===== config.mk =====
export PLATFORM = sky130hd
export DESIGN_NAME = pims_sequencer
export DESIGN_NICKNAME = d
export VERILOG_FILES = /design/src/rtl/pims_pkg.sv /design/src/rtl/pims_sync.sv /design/src/rtl/pims_sequencer.sv
export SDC_FILE = /design/constraint.sdc
export NUM_CORES = 1
export LEC_CHECK = 0
export BUFFER_PORTS_ARGS = -buffer_cell sky130_fd_sc_hd__buf_4
export CORE_UTILIZATION = 51
export CTS_BUF_LIST = sky130_fd_sc_hd__clkbuf_8 sky130_fd_sc_hd__clkbuf_16
export CTS_CLUSTER_DIAMETER = 200
export DETAILED_ROUTE_END_ITERATION = 7
export PLACE_DENSITY = 0.88
export SKIP_LAST_GASP = 1
export SLEW_MARGIN = 30
export SYNTH_ARGS = -nofsm -noshare
export SYNTH_HDL_FRONTEND = slang
export SYNTH_SLANG_ARGS = --single-unit

===== constraint.sdc =====
create_clock -name clk_i -period 2.6 [get_ports clk_i]
set_input_delay 0.52 -clock clk_i [delete_from_list [all_inputs] [get_ports clk_i]]
set_output_delay 0.52 -clock clk_i [all_outputs]
set_load 0.02 [all_outputs]

===== src/rtl/pims_pkg.sv =====
// shared codes and widths for the element message sequencer
package pims_pkg;
  localparam int PAY_W  = 16;   // message payload width
  localparam int NPE    = 4;    // processing elements on the bus
  localparam int NSLOT  = 8;    // broadcast slots per cycle
  localparam int SYNC_W = PAY_W + 3;

  typedef logic [PAY_W-1:0] pims_word_type;

  // major modes as seen on mode_i
  localparam logic [2:0] MODE_SELF_TEST = 3'h0;
  localparam logic [2:0] MODE_DETECT    = 3'h1;
  localparam logic [2:0] MODE_INIT      = 3'h2;
  localparam logic [2:0] MODE_JOIN      = 3'h3;
  localparam logic [2:0] MODE_PRESERVE  = 3'h4;

  // schedule assessment from the voting logic
  localparam logic [1:0] ASM_OK   = 2'h0;
  localparam logic [1:0] ASM_ZERO = 2'h1;
  localparam logic [1:0] ASM_BAD  = 2'h2;

  // broadcast result kinds
  localparam logic [1:0] RK_DATA  = 2'h0;
  localparam logic [1:0] RK_ELEM  = 2'h1;
  localparam logic [1:0] RK_SRC   = 2'h2;
  localparam logic [1:0] RK_SPLIT = 2'h3;

  // control payload codes (fixed by this design)
  localparam pims_word_type C_SELF_TEST  = 16'h0001;
  localparam pims_word_type C_DETECT     = 16'h0002;
  localparam pims_word_type C_INIT_GRP   = 16'h0003;
  localparam pims_word_type C_JOIN       = 16'h0004;
  localparam pims_word_type C_PRESERVE   = 16'h0005;
  localparam pims_word_type C_ELEM_FAULT = 16'h0010;
  localparam pims_word_type C_SRC_ERR    = 16'h0011;
  localparam pims_word_type C_VOTE_SPLIT = 16'h0012;
  localparam pims_word_type C_SCHED_OK   = 16'h0020;
  localparam pims_word_type C_SCHED_ZERO = 16'h0021;
  localparam pims_word_type C_SCHED_BAD  = 16'h0022;
  localparam pims_word_type C_REF_INIT   = 16'h0030;
  localparam pims_word_type C_REF_ECHO   = 16'h0031;

  // sequencer states, one-hot
  typedef enum logic [10:0] {
    ST_IDLE  = 11'h001,
    ST_MODE  = 11'h002,
    ST_IDENT = 11'h004,
    ST_SU_RD = 11'h008,
    ST_SU_RS = 11'h010,
    ST_SU_AS = 11'h020,
    ST_BC_RD = 11'h040,
    ST_BC_RS = 11'h080,
    ST_REF   = 11'h100,
    ST_DG1   = 11'h200,
    ST_DG2   = 11'h400
  } pims_state_type;

  // payload that names a mode
  function automatic pims_word_type mode_code(input logic [2:0] m);
    case (m)
      MODE_SELF_TEST: mode_code = C_SELF_TEST;
      MODE_DETECT:    mode_code = C_DETECT;
      MODE_INIT:      mode_code = C_INIT_GRP;
      MODE_JOIN:      mode_code = C_JOIN;
      default:        mode_code = C_PRESERVE;
    endcase
  endfunction

  // payload of one broadcast result
  function automatic pims_word_type res_code(input logic [1:0] k,
                                             input pims_word_type d);
    case (k)
      RK_ELEM:  res_code = C_ELEM_FAULT;
      RK_SRC:   res_code = C_SRC_ERR;
      RK_SPLIT: res_code = C_VOTE_SPLIT;
      default:  res_code = d;
    endcase
  endfunction
endpackage


===== src/rtl/pims_sync.sv =====
// three-stage pin synchroniser with agreement filter
`timescale 1ns/100ps
`default_nettype none
module pims_sync
#(
  parameter int W = 1
)
(
  input  wire logic         clk_i,
  input  wire logic         reset_n_i,
  input  wire logic [W-1:0] in_i,
  output logic      [W-1:0] out_o
);
  logic [W-1:0] s1_q;  // metastability catcher, read only by s2_q
  logic [W-1:0] s2_q;
  logic [W-1:0] s3_q;

  // a bit changes only once stages two and three agree
  always_ff @(posedge clk_i)
  begin
    if (!reset_n_i)
    begin
      s1_q  <= '0;
      s2_q  <= '0;
      s3_q  <= '0;
      out_o <= '0;
    end
    else
    begin
      s1_q  <= in_i;
      s2_q  <= s1_q;
      s3_q  <= s2_q;
      out_o <= (~(s2_q ^ s3_q) & s3_q) | ((s2_q ^ s3_q) & out_o);
    end
  end
endmodule
`default_nettype wire


===== src/rtl/pims_sequencer.sv =====
// message sequencer between the bus interface unit and its element
// How it works
// element sends only data, two services
// element data read and forwarded to bus
// missing or invalid input becomes fault code
// mode message on transitions and join cycles
// mode message is control naming mode
// identification message carries unit number
// mode, identification follow diagnosis in join
// schedule read, then per-element results out
// one assessment message closes schedule update
// invalid schedule selects default schedule
// zero schedule skips broadcast service
// broadcast reads own slots, outputs all results
// result codes: element, source, vote split
// reference event emits init reference message
// acquisition phases emit echo reference instead
// two diagnosis messages end the cycle
// element input ready by read instant
// element expects output only once generated
// transfers keep tick-exact schedule
// input is fifo, present or flagged
// outputs pushed without readiness handshake
// failure on either side requests common reset
// type flag separates data and control
`timescale 1ns/100ps
`default_nettype none
module pims_sequencer
  import pims_pkg::*;
#(
  parameter int N_PE   = pims_pkg::NPE,
  parameter int N_SLOT = pims_pkg::NSLOT
)
(
  input  wire logic                  clk_i,
  input  wire logic                  reset_n_i,
  input  wire logic                  pe_valid_i,    // element pin
  input  wire logic                  pe_err_i,      // element pin
  input  wire logic [PAY_W-1:0]      pe_data_i,     // element pins
  input  wire logic                  pe_fault_i,    // element pin
  input  wire logic                  unit_fail_i,
  input  wire logic [2:0]            mode_i,
  input  wire logic                  mode_change_i,
  input  wire logic                  sync_acq_i,
  input  wire logic [PAY_W-1:0]      unit_id_i,
  input  wire logic                  svc_su_i,
  input  wire logic                  svc_bc_i,
  input  wire logic                  svc_ref_i,
  input  wire logic                  svc_diag_i,
  input  wire logic [PAY_W-1:0]      sched_res_i,
  input  wire logic [1:0]            assess_i,
  input  wire logic                  bc_own_i,
  input  wire logic [1:0]            bc_kind_i,
  input  wire logic [PAY_W-1:0]      bc_data_i,
  input  wire logic [PAY_W-1:0]      diag_unit_i,
  input  wire logic [PAY_W-1:0]      diag_relay_i,
  output logic                       pe_pop_o,
  output logic                       pe_msg_valid_o,
  output logic                       pe_msg_ctrl_o,
  output logic [PAY_W-1:0]           pe_msg_data_o,
  output logic                       bus_valid_o,
  output logic                       bus_ctrl_o,
  output logic [PAY_W-1:0]           bus_data_o,
  output logic [$clog2(N_SLOT)-1:0]  sel_o,
  output logic                       default_sched_o,
  output logic                       common_reset_o,
  output logic                       busy_o
);
  import pims_pkg::*;

  localparam int IW = $clog2(N_SLOT);
  localparam logic [IW-1:0] PE_LAST   = IW'(N_PE - 1);
  localparam logic [IW-1:0] SLOT_LAST = IW'(N_SLOT - 1);
  localparam logic [IW-1:0] IDX_ONE   = IW'(1);

  pims_state_type state_q;      // sequencer state
  pims_state_type state_d;
  logic           id_pend_q;    // identification owed after mode
  logic           mode_pend_q;  // mode message owed after transition
  logic           skip_q;       // zero schedule: no broadcast
  logic [IW-1:0]  idx_q;        // element or slot index
  logic [SYNC_W-1:0] sync_s;    // synchronised element pins

  // element pins come from another fault region, so resynchronise
  pims_sync #(.W(SYNC_W)) u_sync
  (
    .clk_i     (clk_i),
    .reset_n_i (reset_n_i),
    .in_i      ({pe_fault_i, pe_err_i, pe_valid_i, pe_data_i}),
    .out_o     (sync_s)
  );

  wire pims_word_type pe_d_s  = sync_s[PAY_W-1:0];
  wire                pe_v_s  = sync_s[PAY_W];
  wire                pe_e_s  = sync_s[PAY_W+1];
  wire                pe_f_s  = sync_s[PAY_W+2];

  // state decodes
  wire st_idle  = (state_q == ST_IDLE);
  wire st_mode  = (state_q == ST_MODE);
  wire st_ident = (state_q == ST_IDENT);
  wire st_su_rd = (state_q == ST_SU_RD);
  wire st_su_rs = (state_q == ST_SU_RS);
  wire st_su_as = (state_q == ST_SU_AS);
  wire st_bc_rd = (state_q == ST_BC_RD);
  wire st_bc_rs = (state_q == ST_BC_RS);
  wire st_ref   = (state_q == ST_REF);
  wire st_dg1   = (state_q == ST_DG1);
  wire st_dg2   = (state_q == ST_DG2);

  wire join_pres = (mode_i == MODE_JOIN) || (mode_i == MODE_PRESERVE);
  wire pe_last   = (idx_q == PE_LAST);
  wire slot_last = (idx_q == SLOT_LAST);

  // fifo view of the input: the word is read at its slot whether or
  // not the element got it there; an absent word is never waited for
  wire rd_now = st_su_rd | (st_bc_rd & bc_own_i);
  wire pe_ok  = pe_v_s & ~pe_e_s;

  // next state: one message per cycle keeps the tick schedule fixed
  always_comb
  begin
    state_d = state_q;
    unique case (state_q)
      ST_IDLE:
      begin
        if (svc_ref_i)
          state_d = ST_REF;
        else if (svc_diag_i)
          state_d = ST_DG1;
        else if (svc_su_i)
          state_d = ST_SU_RD;
        else if (svc_bc_i && !skip_q)
          state_d = ST_BC_RD;
        else if (mode_pend_q)
          state_d = ST_MODE;
      end
      ST_MODE:
        state_d = id_pend_q ? ST_IDENT : ST_IDLE;
      ST_IDENT:
        state_d = ST_IDLE;
      ST_SU_RD:
        state_d = ST_SU_RS;
      ST_SU_RS:
        state_d = pe_last ? ST_SU_AS : ST_SU_RS;
      ST_SU_AS:
        state_d = ST_IDLE;
      ST_BC_RD:
        state_d = ST_BC_RS;
      ST_BC_RS:
        state_d = slot_last ? ST_IDLE : ST_BC_RD;
      ST_REF:
        state_d = ST_IDLE;
      ST_DG1:
        state_d = ST_DG2;
      ST_DG2:
        state_d = join_pres ? ST_MODE : ST_IDLE;
      default:
        state_d = ST_IDLE;
    endcase
  end

  // outgoing message toward the element
  wire out_v = st_mode | st_ident | st_su_rs | st_su_as | st_bc_rs
             | st_ref | st_dg1 | st_dg2;
  wire out_c = st_mode | st_su_as | st_ref
             | (st_bc_rs & (bc_kind_i != RK_DATA));

  wire pims_word_type asm_code =
    (assess_i == ASM_ZERO) ? C_SCHED_ZERO :
    (assess_i == ASM_BAD)  ? C_SCHED_BAD  : C_SCHED_OK;
  wire pims_word_type ref_code =
    sync_acq_i ? C_REF_ECHO : C_REF_INIT;

  wire pims_word_type out_w =
    st_mode  ? mode_code(mode_i) :
    st_ident ? unit_id_i :
    st_su_rs ? sched_res_i :
    st_su_as ? asm_code :
    st_bc_rs ? res_code(bc_kind_i, bc_data_i) :
    st_ref   ? ref_code :
    st_dg1   ? diag_unit_i :
    st_dg2   ? diag_relay_i : '0;

  // word handed to the bus: element data, or the fault code instead
  wire pims_word_type bus_w = pe_ok ? pe_d_s : C_ELEM_FAULT;

  // index walks elements in schedule update and slots in broadcast
  wire idx_clr  = st_idle | st_su_rd;
  wire idx_step = st_su_rs | st_bc_rs;

  // sequencer state and bookkeeping
  always_ff @(posedge clk_i)
  begin
    if (!reset_n_i)
    begin
      state_q <= ST_IDLE;
      idx_q   <= '0;
    end
    else
    begin
      state_q <= state_d;
      if (idx_clr)
        idx_q <= '0;
      else if (idx_step)
        idx_q <= idx_q + IDX_ONE;
    end
  end

  // owed messages; a new request wins over the clear in one cycle
  always_ff @(posedge clk_i)
  begin
    if (!reset_n_i)
    begin
      mode_pend_q <= 1'b0;
      id_pend_q   <= 1'b0;
    end
    else
    begin
      mode_pend_q <= mode_change_i | (mode_pend_q & ~st_mode);
      id_pend_q   <= (st_dg2 & join_pres)
                   | (id_pend_q & ~st_ident);
    end
  end

  // schedule assessment side effects hold until the next assessment
  always_ff @(posedge clk_i)
  begin
    if (!reset_n_i)
    begin
      skip_q          <= 1'b0;
      default_sched_o <= 1'b0;
    end
    else if (st_su_as)
    begin
      skip_q          <= (assess_i == ASM_ZERO);
      default_sched_o <= (assess_i == ASM_BAD);
    end
  end

  // pushed outputs: no readiness from the element is consulted
  always_ff @(posedge clk_i)
  begin
    if (!reset_n_i)
    begin
      pe_msg_valid_o <= 1'b0;
      pe_msg_ctrl_o  <= 1'b0;
      pe_msg_data_o  <= '0;
      bus_valid_o    <= 1'b0;
      bus_ctrl_o     <= 1'b0;
      bus_data_o     <= '0;
      pe_pop_o       <= 1'b0;
    end
    else
    begin
      pe_msg_valid_o <= out_v;
      pe_msg_ctrl_o  <= out_c;
      pe_msg_data_o  <= out_w;
      bus_valid_o    <= rd_now;
      bus_ctrl_o     <= rd_now & ~pe_ok;
      bus_data_o     <= rd_now ? bus_w : '0;
      pe_pop_o       <= rd_now;
    end
  end

  // a failure on either side asks for a reset of both
  always_ff @(posedge clk_i)
  begin
    if (!reset_n_i)
    begin
      common_reset_o <= 1'b0;
      busy_o         <= 1'b0;
      sel_o          <= '0;
    end
    else
    begin
      common_reset_o <= unit_fail_i | pe_f_s;
      busy_o         <= ~(state_d == ST_IDLE);
      sel_o          <= idx_clr ? '0 : idx_q + (idx_step ? IDX_ONE : '0);
    end
  end
endmodule
`default_nettype wire


==> qor.txt, run 1 <==
Area growth, synth to finish: 35.7%
Starting Density: 52.7%
Compound-gate portion of the synthesized area: 18.6%
Register area: 2700 um2
Register-to-Register Path Depth: 6
Netlist cell types: 55
Top FF cell, synth: dfxtp_1
CP endpoint kind: flip-flop
Total iterations of the first detailed-routing run: 6
WP data required: 3.03 ns
Layout cells sized above 1: 30.4%
Peak supply drop: 0.492 mV
Post-synth EDFFs: 0
Crit Path Class: reg -> reg
Final Setup Violations: 0
Initial antenna violation count: 0
Main area contributors after synthesis: dfxtp_1 52%, and2_1 9.3%, o21ai_0 4.1%, a22oi_1 3.2%, a21boi_0 2.9%
All-Layer GR Usage: 25.4%
Most frequent cell after synthesis: dfxtp_1
Post-synthesis async set-or-reset flop share: 0%
Full die area: 10,500 um2
Final setup TNS: 0 ns
Startpoint types: flip-flop
Final std cells w/o fill: 840
Xor/xnor share of the synthesized area: 1.19%
Die X: 103 um
R2r setup slk: 0.44 ns
Post-DRT Antenna Nets: 0
Vias per cell: 5.36
Vias in the first global route: 4,387
Clock sink count: 135
RSZ-0062 raised after global routing: false
Rel. slew slack: 67.0%
Initial DRC Count: 227
Vias: 4,503
Hold Crit Start: svc_ref_i
Final Hold Viols: 0
Placed cell count: 808
Dpl hpwl: 9440 um
Hold WC Path Type: in -> reg
Area share of and/or/nand/nor cells after synthesis: 22.4%
Nets: 815
Post CTS Setup Buffer Count: 0
Worst reg2reg endpoint: pe_msg_data_o[1]
Syn_area_per_cell: 9.58 um2
Pin count of the biggest net entering global routing: 56
Syn Nets: 659
Residual DRC count: 0
Crit path arrival time: 2.59 ns
Drt wl/cell: 15.7 um
# port buffers: 158
Adder-Cell Fraction of Synth Area: 1.21%
Clk root buf: clkbuf_8
Fillcell total: 709
Hold-fix buffers, CTS: 0
First-pass GRT wire length: 20,500 um
Worst hold slack: 0.194 ns
Pwr Total: 4.74 mW
Synthesis-stage register bit count: 135
Die height: 103 um
Largest family of logic cells by synthesized area: simple AND/OR/NAND/NOR gates
Gate Count Post-Synth: 538
Status: finished clean
Gpl congestion: 0.933
Total global routing overflow: 0
Slew at the pin closest to its max-slew limit: 0.494 ns
Clock transition at path regs: 0.06 ns
Worst hold path depth: 2
Cell taking the most area after synthesis: dfxtp_1
IO Pins: 159
Fin crit period: 2.16 ns
Hold endpoint: state_q[9]
Synthesized area: 5150 um2
Top cells by count, synth: 135 x dfxtp_1, 77 x and2_1, 42 x o21ai_0, 31 x nand2_1, 29 x nor2_1
Clock buffer depth: 2
Seq/Total Area, Yosys: 52.4%
Final Util: 71.5%
Resized cells post-CTS: 0
CTS tree: done
Core area: 9770 um2
Clock Latency Late Sink: 0.51 ns
Core Rows: 36
Yosys top cell area share: 52.4%
Final Max Tran Viols: 0
Multi-input gate area: 2260 um2
Worst clock skew: 0.0122 ns
Ant. Diodes: 0
Routed wire length: 13,200 um
Pwr/cell area: 678 nW/um2
R2r startpoint: state_q[6]
Total clock buffers created by CTS: 17
Max-Cap Viols: 0
Syn. warnings: 0
LEAKAGE: 2.97 nW
CP max FO: 13
Period utilization: 83.0%
Htree depth: 4
Multiplexer area fraction after synthesis: 0.388%
Fmax: 463 MHz
area by class of cell:
| class | instances | share of cell area, % |
|---|---|---|
| timing repair buffer | 174 | 18.7 |
| clock inverter | 15 | 1.86 |
| inverter | 4 | 0.215 |
| sequential | 135 | 38.7 |
| tap | 133 | 2.38 |
| multi-input combinational | 362 | 32.3 |
| clock buffer | 17 | 5.92 |
how the worst max path moves through the flow:
stage | start | end | cells past startpoint
3_5_place_dp | state_q[2] | pe_msg_data_o[1] | 6
4_1_cts | state_q[2] | pe_msg_data_o[1] | 6
5_1_grt | state_q[2] | pe_msg_data_o[1] | 6
6_report | state_q[6] | pe_msg_data_o[1] | 6
3_3_place_gp | state_q[2] | busy_o | 5
2_1_floorplan | state_q[3] | sel_o[1] | 9
cell families after synthesis:
logic type      after synthesis
buf+inv                      41
fa+ha+maj                     5
compound gates              143
xor+xnor                      7
mux                           2
flops                       135
simple gates                205
cell usage in the layout, fill, tap and decap left out, drive strengths merged, types with 4 or more instances in the layout:
| master | netlist | final |
|---|---|---|
| a22oi | 22 | 22 |
| nand2 | 31 | 31 |
| clkbuf | 25 | 17 |
| o21ai | 45 | 45 |
| o21a | 5 | 5 |
| a21boi | 21 | 21 |
| and2 | 77 | 77 |
| ha | 5 | 5 |
| a211oi | 4 | 4 |
| xor2 | 4 | 4 |
| nand3 | 10 | 10 |
| nor4b | 5 | 5 |
| nor3 | 8 | 8 |
| nor2 | 30 | 30 |
| dfxtp | 135 | 135 |
| and3 | 8 | 8 |
| a21oi | 17 | 17 |
| o2bb2ai | 11 | 11 |
| nor2b | 13 | 13 |
| buf | 12 | 174 |
| inv | 4 | 13 |
| a221oi | 4 | 4 |
| nand4 | 4 | 4 |
where the power goes:
group	total [mW]	switching [mW]	internal [mW]
sequential	2.16	0.0365	2.12
clock	2.18	0.974	1.21
combinational	0.400	0.185	0.214
routing by layer:
layer	vias up	share of wire [%]	global-route usage, %
li1	2206	-	-
met1	2089	39	28.3
met2	168	51	45.1
met3	40	6.2	6.44
met4	0	3.4	12.6
met5	-	0	0
stage by stage:
stage	cell area [um2]	worst slack [ns]
finish	6990	0.442
global placement	6450	0.506
global route	6990	0.295
floorplan	5150	0.412
detailed placement	6450	0.466
CTS	6990	0.445
critical path: stages, from the launching register on:
cell and delay, ns:
dfxtp_1 0.42, or4_4 0.62, or3_1 0.37, buf_4 0.20
o21a_1 0.19, o221a_2 0.11, o21ai_0 0.17
Note: power is estimated with default switching activity, not from simulation.
==> run 2, diff against run 1 <==
CORE_UTILIZATION = 46   (was 51)
PLACE_DENSITY = 0.84   (was 0.88)
clock period = 1.8 ns   (was 2.6 ns; I/O delays follow)
==> run 2 against run 1 <==
The flow now finishes with violations (setup timing). Highest routed layer unchanged. Wire length grew 14%. Combinational power increased by 100%. Global-route usage shrank 0.81 points. Clock-buffer cell count is 1 higher. Utilization shrank 0.17 points. Clock power grew 49%. Fmax increased by 12%. Via count increased by 7.1%. Worst hold slack lost 0.17 ns. Register-to-register slack worse by 0.57 ns. Non-clock buffer count grew 51.
==> qor.txt, run 2 (synthesized netlist as in run 1, its figures left out) <==
Full die area: 11,600 um2 (+11%)
Crit Path Class: reg -> reg
CP max FO: 14 (+1)
Total global routing overflow: 0 (unchanged)
Most common cell after layout, fill and taps aside: buf_4
Final Setup Violations: 39 (+39)
Slew at the pin closest to its max-slew limit: 0.603 ns (+0.109 ns)
Layout cells sized above 1: 41.6% (+11 points)
Pin count of the biggest net entering global routing: 52 (-7.1%)
WP data required: 2.20 ns (-0.83 ns)
Worst clock skew: 0.00982 ns (-0.00236 ns)
Top delay family on crit path: simple AND/OR/NAND/NOR gates
Post-route cell area: 7770 um2 (+11%)
Sw power: 1.86 mW (+55%)
Core area: 10,900 um2 (+11%)
Startpoint types: flip-flop
Final Hold Viols: 0 (unchanged)
Vias per cell: 5.37 (+0.17%)
Fillcell total: 749 (+5.6%)
Core Rows: 38 (+5.6%)
Flop pwr share: 43.4% (-2.1 points)
Peak supply drop: 0.538 mV (+9.3%)
Fin worst setup slack: -0.130 ns (-0.573 ns)
Clock sink count: 135 (unchanged)
CTS tree: done
IO Pins: 159 (unchanged)
Rel. slew slack: 59.7% (-7.2 points)
Drt wl/cell: 16.7 um (+6.4%)
All-Layer GR Usage: 24.6% (-0.81 points)
Placed Instance Area: 6830 um2 (+6.0%)
Clk root buf: clkbuf_8
Clock buffer depth: 2 (unchanged)
Most frequent cells in the layout: 210 x buf_4, 129 x dfxtp_1, 77 x and2_1
RSZ-0062 raised after global routing: true
Max-Cap Viols: 0 (unchanged)
Pint: 5.30 mW (+49%)
Critical-path top delay cell: nor4b_1
Die height: 108 um (+5.2%)
Starting Density: 47.3% (-5.4 points)
Routed wire length: 15,000 um (+14%)
Nets: 866 (+6.3%)
Initial DRC Count: 356 (+57%)
Clock Latency Late Sink: 0.52 ns (about the same)
Total clock buffers created by CTS: 17 (unchanged)
Area growth, synth to finish: 50.8%
Hold WC Path Type: in -> reg
Crit path arrival time: 2.33 ns (-0.26 ns)
# port buffers: 158 (unchanged)
Vias in the first global route: 4,514 (+2.9%)
Pwr/cell area: 921 nW/um2 (+36%)
WP buf/inv: 1 (unchanged)
First-pass GRT wire length: 21,600 um (+5.5%)
Fin crit period: 1.93 ns (-0.227 ns)
Initial antenna violation count: 0 (unchanged)
LEAKAGE: 3.31 nW (+12%)
Status: finished with violations
Residual DRC count: 0 (unchanged)
Final Util: 71.4% (-0.17 points)
Die X: 108 um (+5.2%)
Clock transition at path regs: 0.07 ns (about the same)
Vias: 4,822 (+7.1%)
Period utilization: 107% (+24 points)
Sw frac: 26.0% (+0.75 points)
Comb power frac: 11.2% (+2.8 points)
Gpl congestion: 0.905 (-3.1%)
Final setup TNS: -2.80 ns (-2.80 ns)
Htree depth: 4 (unchanged)
Pwr Total: 7.16 mW (+51%)
Final Max Tran Viols: 0 (unchanged)
Clock share of power: 45.4% (-0.6 points)
Max stage delay on crit path: 0.40 ns (-0.22 ns)
Failing checks: setup timing
Total iterations of the first detailed-routing run: 5 (-1)
Fmax: 518 MHz (+12%)
CP endpoint kind: flip-flop
CP Cell Sequence: buf_4, nor4b_1, nand3_1, and2_1, o21ai_0, nor2_1
Post-DRT Antenna Nets: 0 (unchanged)
Ant. Diodes: 0 (unchanged)
Dpl hpwl: 10,200 um (+7.8%)
R2r setup slk: -0.13 ns (-0.57 ns)
==> run 2: changes by cell type in the layout (fill, tap and decap cells not counted), moves of 3 or more <==
cell / before / now
dfxtp_2: 0 / 5
buf_6: 0 / 11
o2bb2ai_1: 11 / 1
buf_4: 174 / 210
o21ai_0: 42 / 39
dfxtp_1: 135 / 129
o2bb2ai_2: 0 / 10
a211oi_1: 4 / 1
nor3_1: 8 / 3
nor3_2: 0 / 3
==> run 2: layout make-up <==
class / instances / area, um2 / area share (%)
multi-input cells: 362 / 2560 / 32.9
clock inverters: 14 / 138 / 1.77
repair buffers: 225 / 1750 / 22.5
flip-flops and latches: 135 / 2710 / 34.9
well taps: 140 / 175 / 2.25
inverters: 4 / 15.0 / 0.193
clock buffers: 18 / 428 / 5.51
==> run 2: power groups by stage <==
stage / clock [mW] / combinational [mW] / sequential [mW]
floorplan: 0 / 0.314 / 3.17
CTS: 3.30 / 0.736 / 3.10
finish: 3.25 / 0.799 / 3.11
global route: 3.43 / 0.850 / 3.12
detailed placement: 0 / 0.710 / 3.17
global placement: 0 / 0.698 / 3.16
==> run 2: worst register-to-register path, stage by stage (launching register included) <==
cell     delay, ns
dfxtp_2       0.38
buf_4         0.18
nor4b_1       0.40
nand3_1       0.18
and2_1        0.36
o21ai_0       0.22
nor2_1        0.07
==> run 2: layer usage <==
metal,track usage [%],vias up,routed length (um)
met3,5.57,35,965
met5,0,-,0
met2,44.6,201,7880
met1,26.9,2281,5720
met4,11.9,0,441
li1,-,2305,-
==> run 2: path summary, 6_finish.rpt <==
check,startpoint,endpoint,cells past startpoint
worst max-delay path,state_q[1],pe_msg_data_o[7],6
worst min-delay path,svc_ref_i,state_q[9],2
worst max register to register,state_q[1],pe_msg_data_o[7],6
worst min register to register,u_sync.s1_q[3],u_sync.s2_q[3],1
==> run 2: repair_timing <==
action / CTS / global route
hold endpoints to repair: 0 / 0
endpoints found under the setup margin: 37 / 44
cloned: 0 / 3
buffers inserted: 2 / 11
pin swaps: 9 / 13
gates resized for setup: 24 / 36
hold buffers: 0 / 0
==> run 2: through the flow <==
stage               hold slack, ns  std cells  worst slack (ns)
floorplan                    0.412        538            -0.215
global placement             0.414        851            -0.142
detailed placement           0.418        851            -0.176
CTS                         0.0103        885           -0.0939
global route                0.0207        898            -0.198
finish                      0.0263        898            -0.130
